--- src/hdl/usart_spi_cfg.svh ---
// constants of the master spi serial engine
// What this block does
// [RULE_01] frame, overrun and parity flags are unused and always read zero
// [RULE_02] rx complete (status bit 7) is set while unread receive data exists
// [RULE_03] clearing receiver enable flushes the receive buffer
// [RULE_04] tx complete (status bit 6) sets when frame done and buffer empty
// [RULE_05] tx complete clears on interrupt taken or on writing a one
// [RULE_06] buffer empty (status bit 5) is one when buffer accepts a byte
// [RULE_07] software writes zeros to status bits 4 to 0
// [RULE_08] rx interrupt needs enable bit 7, global flag and rx complete
// [RULE_09] tx interrupt needs enable bit 6, global flag and tx complete
// [RULE_10] empty interrupt needs enable bit 5, global flag and buffer empty
// [RULE_11] receiver enable (bit 4) takes over the serial input pin
// [RULE_12] software does not enable the receiver without the transmitter
// [RULE_13] transmitter disable waits until shift register and buffer empty
// [RULE_14] mode field bits 7:6: 00 async, 01 sync, 10 reserved, 11 spi
// [RULE_15] order, phase and polarity take effect in the mode-select write
// [RULE_16] order bit 2: one shifts lsb first, zero msb first
// [RULE_17] phase bit 1 picks leading or trailing edge for sampling
// [RULE_18] polarity bit 0 sets the idle level of the shift clock
// [RULE_19] transmit holding buffer plus one extra receive buffer level
// [RULE_20] master only, no select input, no collision flag
// [RULE_21] software writes zeros to reserved control and mode bits
// [RULE_22] a data register write starts every transfer
// [RULE_23] on receive overflow the newest byte is dropped
// [RULE_24] data changes and is sampled on opposite shift clock edges
// [RULE_25] shift clock period is two times divisor plus one system clocks
`ifndef USART_SPI_CFG_SVH
`define USART_SPI_CFG_SVH

// ************************************************
// register byte addresses
// ************************************************
`define ADDR_DATA     8'h00
`define ADDR_STATUS   8'h04
`define ADDR_CONTROL  8'h08
`define ADDR_MODE     8'h0C
`define ADDR_BAUD     8'h10

// ************************************************
// field positions
// ************************************************
`define BIT_RXC       7
`define BIT_TXC       6
`define BIT_UDRE      5
`define BIT_RXCIE     7
`define BIT_TXCIE     6
`define BIT_EMPTYIE   5
`define BIT_RXEN      4
`define BIT_TXEN      3
`define BIT_ORDER     2
`define BIT_CPHA      1
`define BIT_CPOL      0

// ************************************************
// reset values and counts
// ************************************************
`define CONTROL_RST   8'h06
`define MODE_RST      8'h00
`define BAUD_RST      12'h000
`define LAST_EDGE     4'hf
`define RX_DEPTH      2'h2

`endif

--- src/hdl/usart_spi_pkg.sv ---
// types of the master spi serial engine
package usart_spi_pkg;

    typedef enum logic [1:0] {
        MODE_ASYNC,
        MODE_SYNC,
        MODE_RSVD,
        MODE_MSPI
    } mode_t;

    typedef enum logic {
        ST_IDLE,
        ST_SHIFT
    } engine_t;

    // control fields written by software
    typedef struct packed {
        logic rxcie;
        logic txcie;
        logic emptyie;
        logic rxen;
        logic txen;
    } ctrl_t;

    // frame format fields
    typedef struct packed {
        logic [1:0] msel;
        logic       order;
        logic       cpha;
        logic       cpol;
    } fmt_t;

endpackage

--- src/hdl/usart_spi.sv ---
// master spi engine built on a serial port, with an ahb-lite register slave
`timescale 1ns/1ps
`default_nettype none
`include "usart_spi_cfg.svh"

module usart_spi
    import usart_spi_pkg::*;
(
    input  wire logic        core_clk_in,
    input  wire logic        rstn_in,
    input  wire logic        hsel_in,
    input  wire logic [7:0]  haddr_in,
    input  wire logic [1:0]  htrans_in,
    input  wire logic        hwrite_in,
    input  wire logic [2:0]  hsize_in,
    input  wire logic        hready_in,
    input  wire logic [31:0] hwdata_in,
    output logic      [31:0] hrdata_out,
    output logic             hreadyout_out,
    output logic             hresp_out,
    input  wire logic        global_irq_enable_in,
    input  wire logic        tx_irq_ack_in,
    input  wire logic        serial_in_pin_in,
    output logic             serial_out_pin_out,
    output logic             shift_clock_pin_out,
    output logic             tx_override_out,
    output logic             rx_override_out,
    output logic             rx_irq_out,
    output logic             tx_irq_out,
    output logic             empty_irq_out
);

    // ************************************************
    // declarations
    // ************************************************
    ctrl_t       ctrl_q;
    fmt_t        fmt_q;
    mode_t       mode;
    engine_t     st_q;
    logic [11:0] baud_q;
    logic [11:0] cnt_q;
    logic [3:0]  edge_q;
    logic        sck_q;
    logic        mosi_q;
    logic [7:0]  tx_sh_q;
    logic [7:0]  rx_sh_q;
    logic [7:0]  txbuf_q;
    logic        txfull_q;
    logic        txon_q;
    logic        txc_q;
    logic [7:0]  rxbuf_q [2];
    logic [1:0]  rxcnt_q;
    logic        miso_m_q;
    logic        miso_q;
    logic        ap_wr_q;
    logic        ap_rd_q;
    logic        rd_ok_q;
    logic [7:0]  ap_addr_q;
    logic [31:0] hrdata_q;
    logic [7:0]  rd_mux;
    logic        accept;
    logic        wr_data;
    logic        wr_stat;
    logic        wr_ctrl;
    logic        wr_mode;
    logic        wr_baud;
    logic        rd_pop;
    logic        tick;
    logic        start;
    logic        done;
    logic        sample;
    logic        setup;
    logic        rx_push;
    logic        spi_on;
    logic        out_bit;
    logic        in_bit;
    logic [7:0]  rx_byte;

    // ************************************************
    // ahb-lite slave
    // ************************************************

    // address phase taken when selected with an active transfer and the bus is ready
    assign accept = hsel_in & htrans_in[1] & hready_in;

    // writes finish with no wait, reads take one wait state
    assign hreadyout_out = ~ap_rd_q | rd_ok_q;
    assign hresp_out     = 1'b0;
    assign hrdata_out    = hrdata_q;

    // address phase capture
    always_ff @(posedge core_clk_in or negedge rstn_in) begin
        if (!rstn_in) begin
            ap_wr_q   <= 1'b0;
            ap_rd_q   <= 1'b0;
            ap_addr_q <= 8'h00;
        end else if (hready_in) begin
            ap_wr_q   <= accept & hwrite_in;
            ap_rd_q   <= accept & ~hwrite_in;
            ap_addr_q <= haddr_in;
        end
    end

    // read data registered in the wait cycle
    always_ff @(posedge core_clk_in or negedge rstn_in) begin
        if (!rstn_in) begin
            rd_ok_q  <= 1'b0;
            hrdata_q <= 32'h0000_0000;
        end else if (ap_rd_q & ~rd_ok_q) begin
            rd_ok_q  <= 1'b1;
            hrdata_q <= {24'h00_0000, rd_mux};
        end else if (hready_in) begin
            rd_ok_q  <= 1'b0;
        end
    end

    // write strobes in the data phase
    assign wr_data = ap_wr_q & (ap_addr_q == `ADDR_DATA);
    assign wr_stat = ap_wr_q & (ap_addr_q == `ADDR_STATUS);
    assign wr_ctrl = ap_wr_q & (ap_addr_q == `ADDR_CONTROL);
    assign wr_mode = ap_wr_q & (ap_addr_q == `ADDR_MODE);
    assign wr_baud = ap_wr_q & (ap_addr_q == `ADDR_BAUD);
    assign rd_pop  = ap_rd_q & ~rd_ok_q & (ap_addr_q == `ADDR_DATA);

    // read mux; unmapped addresses read zero
    always_comb begin
        rd_mux = 8'h00;
        unique case (ap_addr_q)
            `ADDR_DATA: begin
                rd_mux = rxbuf_q[0];
            end
            `ADDR_STATUS: begin
                // error flags stay zero in this mode
                rd_mux[`BIT_RXC]  = (rxcnt_q != 2'h0); // [RULE_02] [RULE_01]
                rd_mux[`BIT_TXC]  = txc_q;
                rd_mux[`BIT_UDRE] = ~txfull_q; // [RULE_06]
            end
            `ADDR_CONTROL: begin
                rd_mux = {ctrl_q, 3'b110};
            end
            `ADDR_MODE: begin
                rd_mux = {fmt_q.msel, 3'b000, fmt_q.order,
                          fmt_q.cpha, fmt_q.cpol};
            end
            `ADDR_BAUD: begin
                rd_mux = baud_q[7:0];
            end
            default: begin
                rd_mux = 8'h00;
            end
        endcase
    end

    // ************************************************
    // configuration registers
    // ************************************************

    // control enables; reserved low bits are not stored
    always_ff @(posedge core_clk_in or negedge rstn_in) begin
        if (!rstn_in) begin
            ctrl_q <= ctrl_t'(`CONTROL_RST >> 3);
        end else if (wr_ctrl) begin
            ctrl_q <= ctrl_t'(hwdata_in[7:3]); // [RULE_21]
        end
    end

    // mode and frame format change together in one write
    always_ff @(posedge core_clk_in or negedge rstn_in) begin
        if (!rstn_in) begin
            fmt_q <= fmt_t'({2'(`MODE_RST >> 6), 3'(`MODE_RST)});
        end else if (wr_mode) begin
            fmt_q.msel  <= hwdata_in[7:6]; // [RULE_15]
            fmt_q.order <= hwdata_in[`BIT_ORDER];
            fmt_q.cpha  <= hwdata_in[`BIT_CPHA];
            fmt_q.cpol  <= hwdata_in[`BIT_CPOL];
        end
    end

    // divisor: low byte at the baud word, high nibble in bits 11:8
    always_ff @(posedge core_clk_in or negedge rstn_in) begin
        if (!rstn_in) begin
            baud_q <= `BAUD_RST;
        end else if (wr_baud) begin
            baud_q <= hwdata_in[11:0];
        end
    end

    // decode of the mode field
    always_comb begin
        unique case (fmt_q.msel) // [RULE_14]
            2'b00: mode = MODE_ASYNC;
            2'b01: mode = MODE_SYNC;
            2'b10: mode = MODE_RSVD;
            2'b11: mode = MODE_MSPI;
        endcase
    end

    // only the spi master mode is built; other modes leave pins alone
    assign spi_on = (mode == MODE_MSPI);

    // ************************************************
    // transmitter enable and holding buffer
    // ************************************************

    // disable waits for the shift register and buffer to drain
    always_ff @(posedge core_clk_in or negedge rstn_in) begin
        if (!rstn_in) begin
            txon_q <= 1'b0;
        end else if (ctrl_q.txen) begin
            txon_q <= 1'b1;
        end else if (st_q == ST_IDLE && !txfull_q) begin
            txon_q <= 1'b0; // [RULE_13]
        end
    end

    // a data write fills the buffer while the transmitter is on; full buffer ignores writes
    always_ff @(posedge core_clk_in or negedge rstn_in) begin
        if (!rstn_in) begin
            txfull_q <= 1'b0;
            txbuf_q  <= 8'h00;
        end else if (wr_data && !txfull_q && txon_q) begin
            txfull_q <= 1'b1; // [RULE_22] [RULE_19]
            txbuf_q  <= hwdata_in[7:0];
        end else if (start) begin
            txfull_q <= 1'b0;
        end
    end

    // completion flag: set wins over either clear
    always_ff @(posedge core_clk_in or negedge rstn_in) begin
        if (!rstn_in) begin
            txc_q <= 1'b0;
        end else if (done && !txfull_q) begin
            txc_q <= 1'b1; // [RULE_04]
        end else if (tx_irq_ack_in) begin
            txc_q <= 1'b0; // [RULE_05]
        end else if (wr_stat && hwdata_in[`BIT_TXC]) begin
            txc_q <= 1'b0; // [RULE_05] [RULE_07]
        end
    end

    // ************************************************
    // baud generator
    // ************************************************

    // one tick every divisor plus one cycles gives half a clock period
    assign tick = (st_q == ST_SHIFT) && (cnt_q == 12'h000);

    always_ff @(posedge core_clk_in or negedge rstn_in) begin
        if (!rstn_in) begin
            cnt_q <= 12'h000;
        end else if (start || tick) begin
            cnt_q <= baud_q; // [RULE_25]
        end else if (st_q == ST_SHIFT) begin
            cnt_q <= cnt_q - 12'h001;
        end
    end

    // ************************************************
    // shift engine
    // ************************************************

    // no select input exists; a full buffer starts a frame when the transmitter is on in spi mode
    assign start = (st_q == ST_IDLE) && txfull_q && txon_q && spi_on; // [RULE_20]
    assign done  = tick && (edge_q == `LAST_EDGE);

    // even edges lead, odd trail; phase picks the sampling one
    assign sample = tick && (edge_q[0] == fmt_q.cpha); // [RULE_17]
    assign setup  = tick && (edge_q[0] != fmt_q.cpha); // [RULE_24]

    // next outgoing bit follows the data order
    assign out_bit = fmt_q.order ? tx_sh_q[0] : tx_sh_q[7]; // [RULE_16]

    always_ff @(posedge core_clk_in or negedge rstn_in) begin
        if (!rstn_in) begin
            st_q <= ST_IDLE;
        end else if (start) begin
            st_q <= ST_SHIFT;
        end else if (done) begin
            st_q <= ST_IDLE;
        end
    end

    // edge counter and clock level
    always_ff @(posedge core_clk_in or negedge rstn_in) begin
        if (!rstn_in) begin
            edge_q <= 4'h0;
            sck_q  <= 1'b0;
        end else if (start) begin
            edge_q <= 4'h0;
            sck_q  <= 1'b0;
        end else if (tick) begin
            edge_q <= edge_q + 4'h1;
            sck_q  <= ~sck_q;
        end
    end

    // phase zero puts the first bit out before the first edge
    always_ff @(posedge core_clk_in or negedge rstn_in) begin
        if (!rstn_in) begin
            tx_sh_q <= 8'h00;
            mosi_q  <= 1'b1;
        end else if (start) begin
            if (fmt_q.cpha) begin
                tx_sh_q <= txbuf_q;
            end else begin
                mosi_q  <= fmt_q.order ? txbuf_q[0] : txbuf_q[7];
                tx_sh_q <= fmt_q.order ? {1'b0, txbuf_q[7:1]}
                                       : {txbuf_q[6:0], 1'b0};
            end
        end else if (setup) begin
            mosi_q  <= out_bit; // [RULE_24]
            tx_sh_q <= fmt_q.order ? {1'b0, tx_sh_q[7:1]}
                                   : {tx_sh_q[6:0], 1'b0};
        end
    end

    // input pin crosses into the core clock before use
    always_ff @(posedge core_clk_in or negedge rstn_in) begin
        if (!rstn_in) begin
            miso_m_q <= 1'b0;
            miso_q   <= 1'b0;
        end else begin
            miso_m_q <= serial_in_pin_in;
            miso_q   <= miso_m_q;
        end
    end

    // the receiver owns the input only while enabled
    assign in_bit = ctrl_q.rxen & miso_q; // [RULE_11]

    always_ff @(posedge core_clk_in or negedge rstn_in) begin
        if (!rstn_in) begin
            rx_sh_q <= 8'h00;
        end else if (sample) begin
            rx_sh_q <= rx_byte; // [RULE_16]
        end
    end

    // ************************************************
    // receive buffer, two levels
    // ************************************************

    // incoming bit merged per data order; with phase one the last sample
    // falls on the done edge itself, so the pushed byte must include it
    assign rx_byte = !sample ? rx_sh_q
                   : fmt_q.order ? {in_bit, rx_sh_q[7:1]} : {rx_sh_q[6:0], in_bit};
    assign rx_push = done && ctrl_q.rxen;

    always_ff @(posedge core_clk_in or negedge rstn_in) begin
        if (!rstn_in) begin
            rxcnt_q    <= 2'h0;
            rxbuf_q[0] <= 8'h00;
            rxbuf_q[1] <= 8'h00;
        end else if (!ctrl_q.rxen) begin
            rxcnt_q <= 2'h0; // [RULE_03]
        end else begin
            if (rd_pop && rxcnt_q != 2'h0) begin
                rxbuf_q[0] <= rxbuf_q[1];
            end
            // a full buffer drops the newest byte
            if (rx_push && (rxcnt_q != `RX_DEPTH || rd_pop)) begin // [RULE_23]
                if (rxcnt_q == 2'h0 || (rxcnt_q == 2'h1 && rd_pop)) begin
                    rxbuf_q[0] <= rx_byte;
                end else begin
                    rxbuf_q[1] <= rx_byte;
                end
            end
            // occupancy: push only counts when it was accepted
            if (rd_pop && rxcnt_q != 2'h0) begin
                if (!(rx_push)) begin
                    rxcnt_q <= rxcnt_q - 2'h1;
                end
            end else if (rx_push && rxcnt_q != `RX_DEPTH) begin
                rxcnt_q <= rxcnt_q + 2'h1; // [RULE_19] [RULE_02]
            end
        end
    end

    // ************************************************
    // pins and interrupt requests
    // ************************************************

    // polarity flips the idle level and every edge
    assign shift_clock_pin_out = sck_q ^ fmt_q.cpol; // [RULE_18]
    assign serial_out_pin_out  = mosi_q;
    assign tx_override_out     = txon_q & spi_on; // [RULE_13]
    assign rx_override_out     = ctrl_q.rxen & spi_on; // [RULE_11]

    // each request needs its enable and the global flag
    assign rx_irq_out    = ctrl_q.rxcie & global_irq_enable_in
                         & (rxcnt_q != 2'h0); // [RULE_08]
    assign tx_irq_out    = ctrl_q.txcie & global_irq_enable_in
                         & txc_q; // [RULE_09]
    assign empty_irq_out = ctrl_q.emptyie & global_irq_enable_in
                         & ~txfull_q; // [RULE_10]

endmodule
`default_nettype wire

--- config.mk ---
export PLATFORM = sky130hd
export DESIGN_NAME = usart_spi
export DESIGN_NICKNAME = d
export VERILOG_FILES = /design/src/hdl/usart_spi_pkg.sv /design/src/hdl/usart_spi.sv
export VERILOG_INCLUDE_DIRS = /design/src /design/src/hdl
export SDC_FILE = /design/constraint.sdc
export NUM_CORES = 1
export LEC_CHECK = 0
export ABC_AREA = 1
export BUFFER_PORTS_ARGS = -buffer_cell sky130_fd_sc_hd__buf_2
export CORE_UTILIZATION = 45
export CTS_BUF_LIST = sky130_fd_sc_hd__clkbuf_4 sky130_fd_sc_hd__clkbuf_8
export DETAILED_ROUTE_END_ITERATION = 8
export PLACE_DENSITY = 0.77
export SYNTH_ARGS = -nofsm -noshare
export SYNTH_HDL_FRONTEND = slang
export SYNTH_SLANG_ARGS = --single-unit
--- constraint.sdc ---
create_clock -name core_clk_in -period 2.5 [get_ports core_clk_in]
set_input_delay 0.125 -clock core_clk_in [delete_from_list [all_inputs] [get_ports core_clk_in]]
set_output_delay 0.125 -clock core_clk_in [all_outputs]
set_load 0.03 [all_outputs]
==> impl_metrics.py <==
metrics = {
    "setup_path": {
        "worst_ep_arrival_time_ps": 2070,
        "slowest_stage": "dfrtp_1",
        "crit_type": "register to primary output",
        "critPathLaunchType": "register",
        "cpPeakStageDelay_ps": 750,
        "cp_data_required_time_ps": 2380,
        "crit_chain": "clkinv_1 > nor2_1 > buf_2",
        "endpoint_kind": "primary output",
        "path_max_fanout": 17,
    },
    "place": {
        "place_congestion": 0.864,
        "dpl.hpwl_mm": 9.29,
        "port_buffers": 44,
        "place_ws_ps": 430,
    },
    "power_and_ir_drop": {
        "cellLeakagePower_nw": 3.45,
        "ir_drop_mv": 0.428,
        "power.density_nw_per_um2": 798,
    },
    "floorplan": {
        "num_io_pins": 94,
        "rows": 41,
        "die_w_microns": 115,
        "coreArea_sq_um": 12600,
        "dieHeight_microns": 115,
        "start_util_pct": 46.0,
        "die_area_sq_um": 13300,
    },
    "cells_and_area": {
        "n_fill_cell": 1203,
        "drive_gt1_share_pct": 12.9,
        "area_growth_pct": 12.0,
        "antenna_cells": 0,
        "fin_nets": 864,
    },
    "route": {
        "vias": 4871,
        "detail-route-antenna-nets": 0,
        "drt_iter0_markers": 318,
        "drcViolationCount": 0,
        "firstDrtPassIters": 5,
        "drt-total-wl_mm": 12.8,
        "routedWlPerCell_microns": 13.0,
        "routed_via_density": 4.97,
    },
    "cts": {
        "clock_latency_ps": 380,
        "cts_made_buffers": 9,
        "numClockSinks": 107,
        "h-tree-depth": 3,
        "cts-root-buf": "clkbuf_8",
        "path_clk_slew_ps": 100,
        "clock_path_buffers": 2,
        "cts_tree": "built",
    },
    "sta": {
        "period_minus_slack_ps": 2190,
        "clock_skew_ps": 12.1,
        "hold_viol": 0,
        "tns_ps": 0,
        "min_period_over_period_pct": 87.6,
        "relSlewSlack_pct": 53.6,
        "rsz0062_at_grt": "false",
        "slew_violations": 0,
        "hold_ws_ps": 19.4,
        "setup_ws_ps": 309,
        "max_freq_mhz": 456,
        "setup_viol": 0,
        "tightest_slew_ps": 689,
    },
    "synthesis": {
        "ys_ff_latch": 107,
        "synth_warnings": 0,
        "ys.flop_type": "dfrtp_1",
        "synthTopCellsByCount": "nand2_1, dfrtp_1, o21ai_0, inv_1, nand3_1",
        "synth_top_area_share_pct": 45.8,
        "synth-xor-area-share_pct": 1.34,
        "yosysTopAreaCell": "dfrtp_1",
        "synthAdderAreaFrac_pct": 1.30,
        "synth-simple-area-share_pct": 27.2,
        "synth_edf_count": 0,
        "synth_area_leaders": "dfrtp_1, nand2_1, o21ai_0",
        "synth_top_family_by_area": "simple AND/OR/NAND/NOR gates",
        "synth_cells": 747,
        "yosysMostFrequentCell": "nand2_1",
        "ys_async_sr_fraction_pct": 100,
        "ys_seq_area_share_pct": 46.3,
        "synth.mux.area_fraction_pct": 1.17,
        "synth_compound_area_share_pct": 11.7,
        "syn_area_sq_um": 5790,
        "syn_area_per_cell_sq_um": 7.75,
        "synth_cell_types": 38,
    },
    "global_route": {
        "grt_start_max_net_pins": 46,
        "antenna_found_initial": 0,
        "grt_overflow": 0,
        "grt_pass1_vias": 4524,
        "grt_pass1_wl_mm": 21.7,
        "gr-usage-all-layers_pct": 20.9,
    },
    "min_path": {
        "hold_class": "input port to register",
    },
    "run": {
        "drv_cap": 0,
    },
    "outcome": {
        "status": "complete, no violations",
    },
}
## cell usage in the layout, fill, tap and decap left out, drive strengths merged
master,netlist,routed
clkbuf,10,9
nand2,241,241
nor4,3,3
clkinvlp,0,1
nor2,43,43
a21oi,14,14
bufinv,0,2
conb,1,25
dlygate4sd3,0,16
o221ai,3,3
a31oi,2,2
xor2,7,7
nand4,14,14
buf,40,57
nor3,8,8
dfrtp,106,106
o21a,4,4
a22oi,3,3
xnor2,1,1
nand3,55,55
clkinv,8,10
o21ai,82,82
ha,6,6
mux2,6,6
o211ai,10,10
dfstp,1,1
o22ai,2,2
inv,77,78
## flip-flops by register name (all words and copies together), names as in the netlist, 2 cells and up
name and count:
txbuf_q 8, cnt_q 12, tx_sh_q 8, ctrl_q 5
rx_sh_q 8, hrdata_out 8, edge_q 4, ap_addr_q 8
rxbuf_q 16, rxcnt_q 2, baud_q 12, fmt_q 5
## per-layer routing
metal  track usage, %  part of all wire [%]  vias up
li1                 -                     -     2476
met5                0                     0        -
met3             2.37                   4.2       25
met2             33.3                    46      125
met1             29.3                    47     2245
met4             8.48                   2.8        0
## critical path: cells and delay by family, from the launching register on
kind,cells,cell delay [ps]
flip-flops,1,750
buffers and inverters,2,720
AND/OR/NAND/NOR,1,210
## kinds of logic (layout without fill, tap and decap cells)
group | count (synthesis) | count (layout)
AND/OR/NAND/NOR | 364 | 364
buffers and inverters | 135 | 173
AO/OA/AOI/OAI | 120 | 120
flip-flops | 107 | 107
XOR/XNOR | 8 | 8
adder cells (fa/ha/maj) | 6 | 6
multiplexers | 6 | 6
other | 1 | 25
## worst paths after layout
check	depth (start not counted)	to	startpoint	slack (ps)
setup / recovery	3	rx_override_out	ctrl_q[1]	310
hold / removal	3	ap_rd_q	htrans_in[1]	20
setup reg to reg	8	rxbuf_q[13]	ap_addr_q[7]	370
hold reg to reg	0	miso_q	miso_m_q	370
max in group asynchronous	3	rxbuf_q[2]	rstn_in	1530
min in group asynchronous	2	tx_sh_q[2]	rstn_in	250
## report_power, final
part / total, mW / switching, mW / internal (mW)
Sequential: 2.28 / 0.232 / 2.05
Clock: 1.15 / 0.591 / 0.562
Combinational: 1.74 / 1.15 / 0.588
## metrics by stage
stage               utilization [%]  power (mW)  instance area [sq um]  std cells
floorplan                         -        3.59                   5880        771
global placement               48.6        3.96                   6110        950
detailed placement             48.6        4.01                   6110        950
CTS                            51.6        5.18                   6480        981
global route                   51.6        5.54                   6480        981
finish                         51.6        5.17                   6480        981
## repair_timing
item | 4_1_cts | 5_1_grt
buffers inserted | 0 | 0
hold endpoints to repair | 52 | 0
hold buffers | 16 | 0
gates resized for setup | 0 | 0
setup endpoints to repair | 0 | 0
## cell type report
cell class | count | area [sq um] | share of cell area (%)
inverters | 85 | 319 | 4.92
well taps | 172 | 215 | 3.32
flip-flops and latches | 107 | 2680 | 41.3
repair buffers | 73 | 493 | 7.61
clock buffers | 9 | 124 | 1.91
clock inverters | 6 | 90.1 | 1.39
multi-input cells | 529 | 2560 | 39.5
No activity file was read; power rests on OpenSTA's default activity.
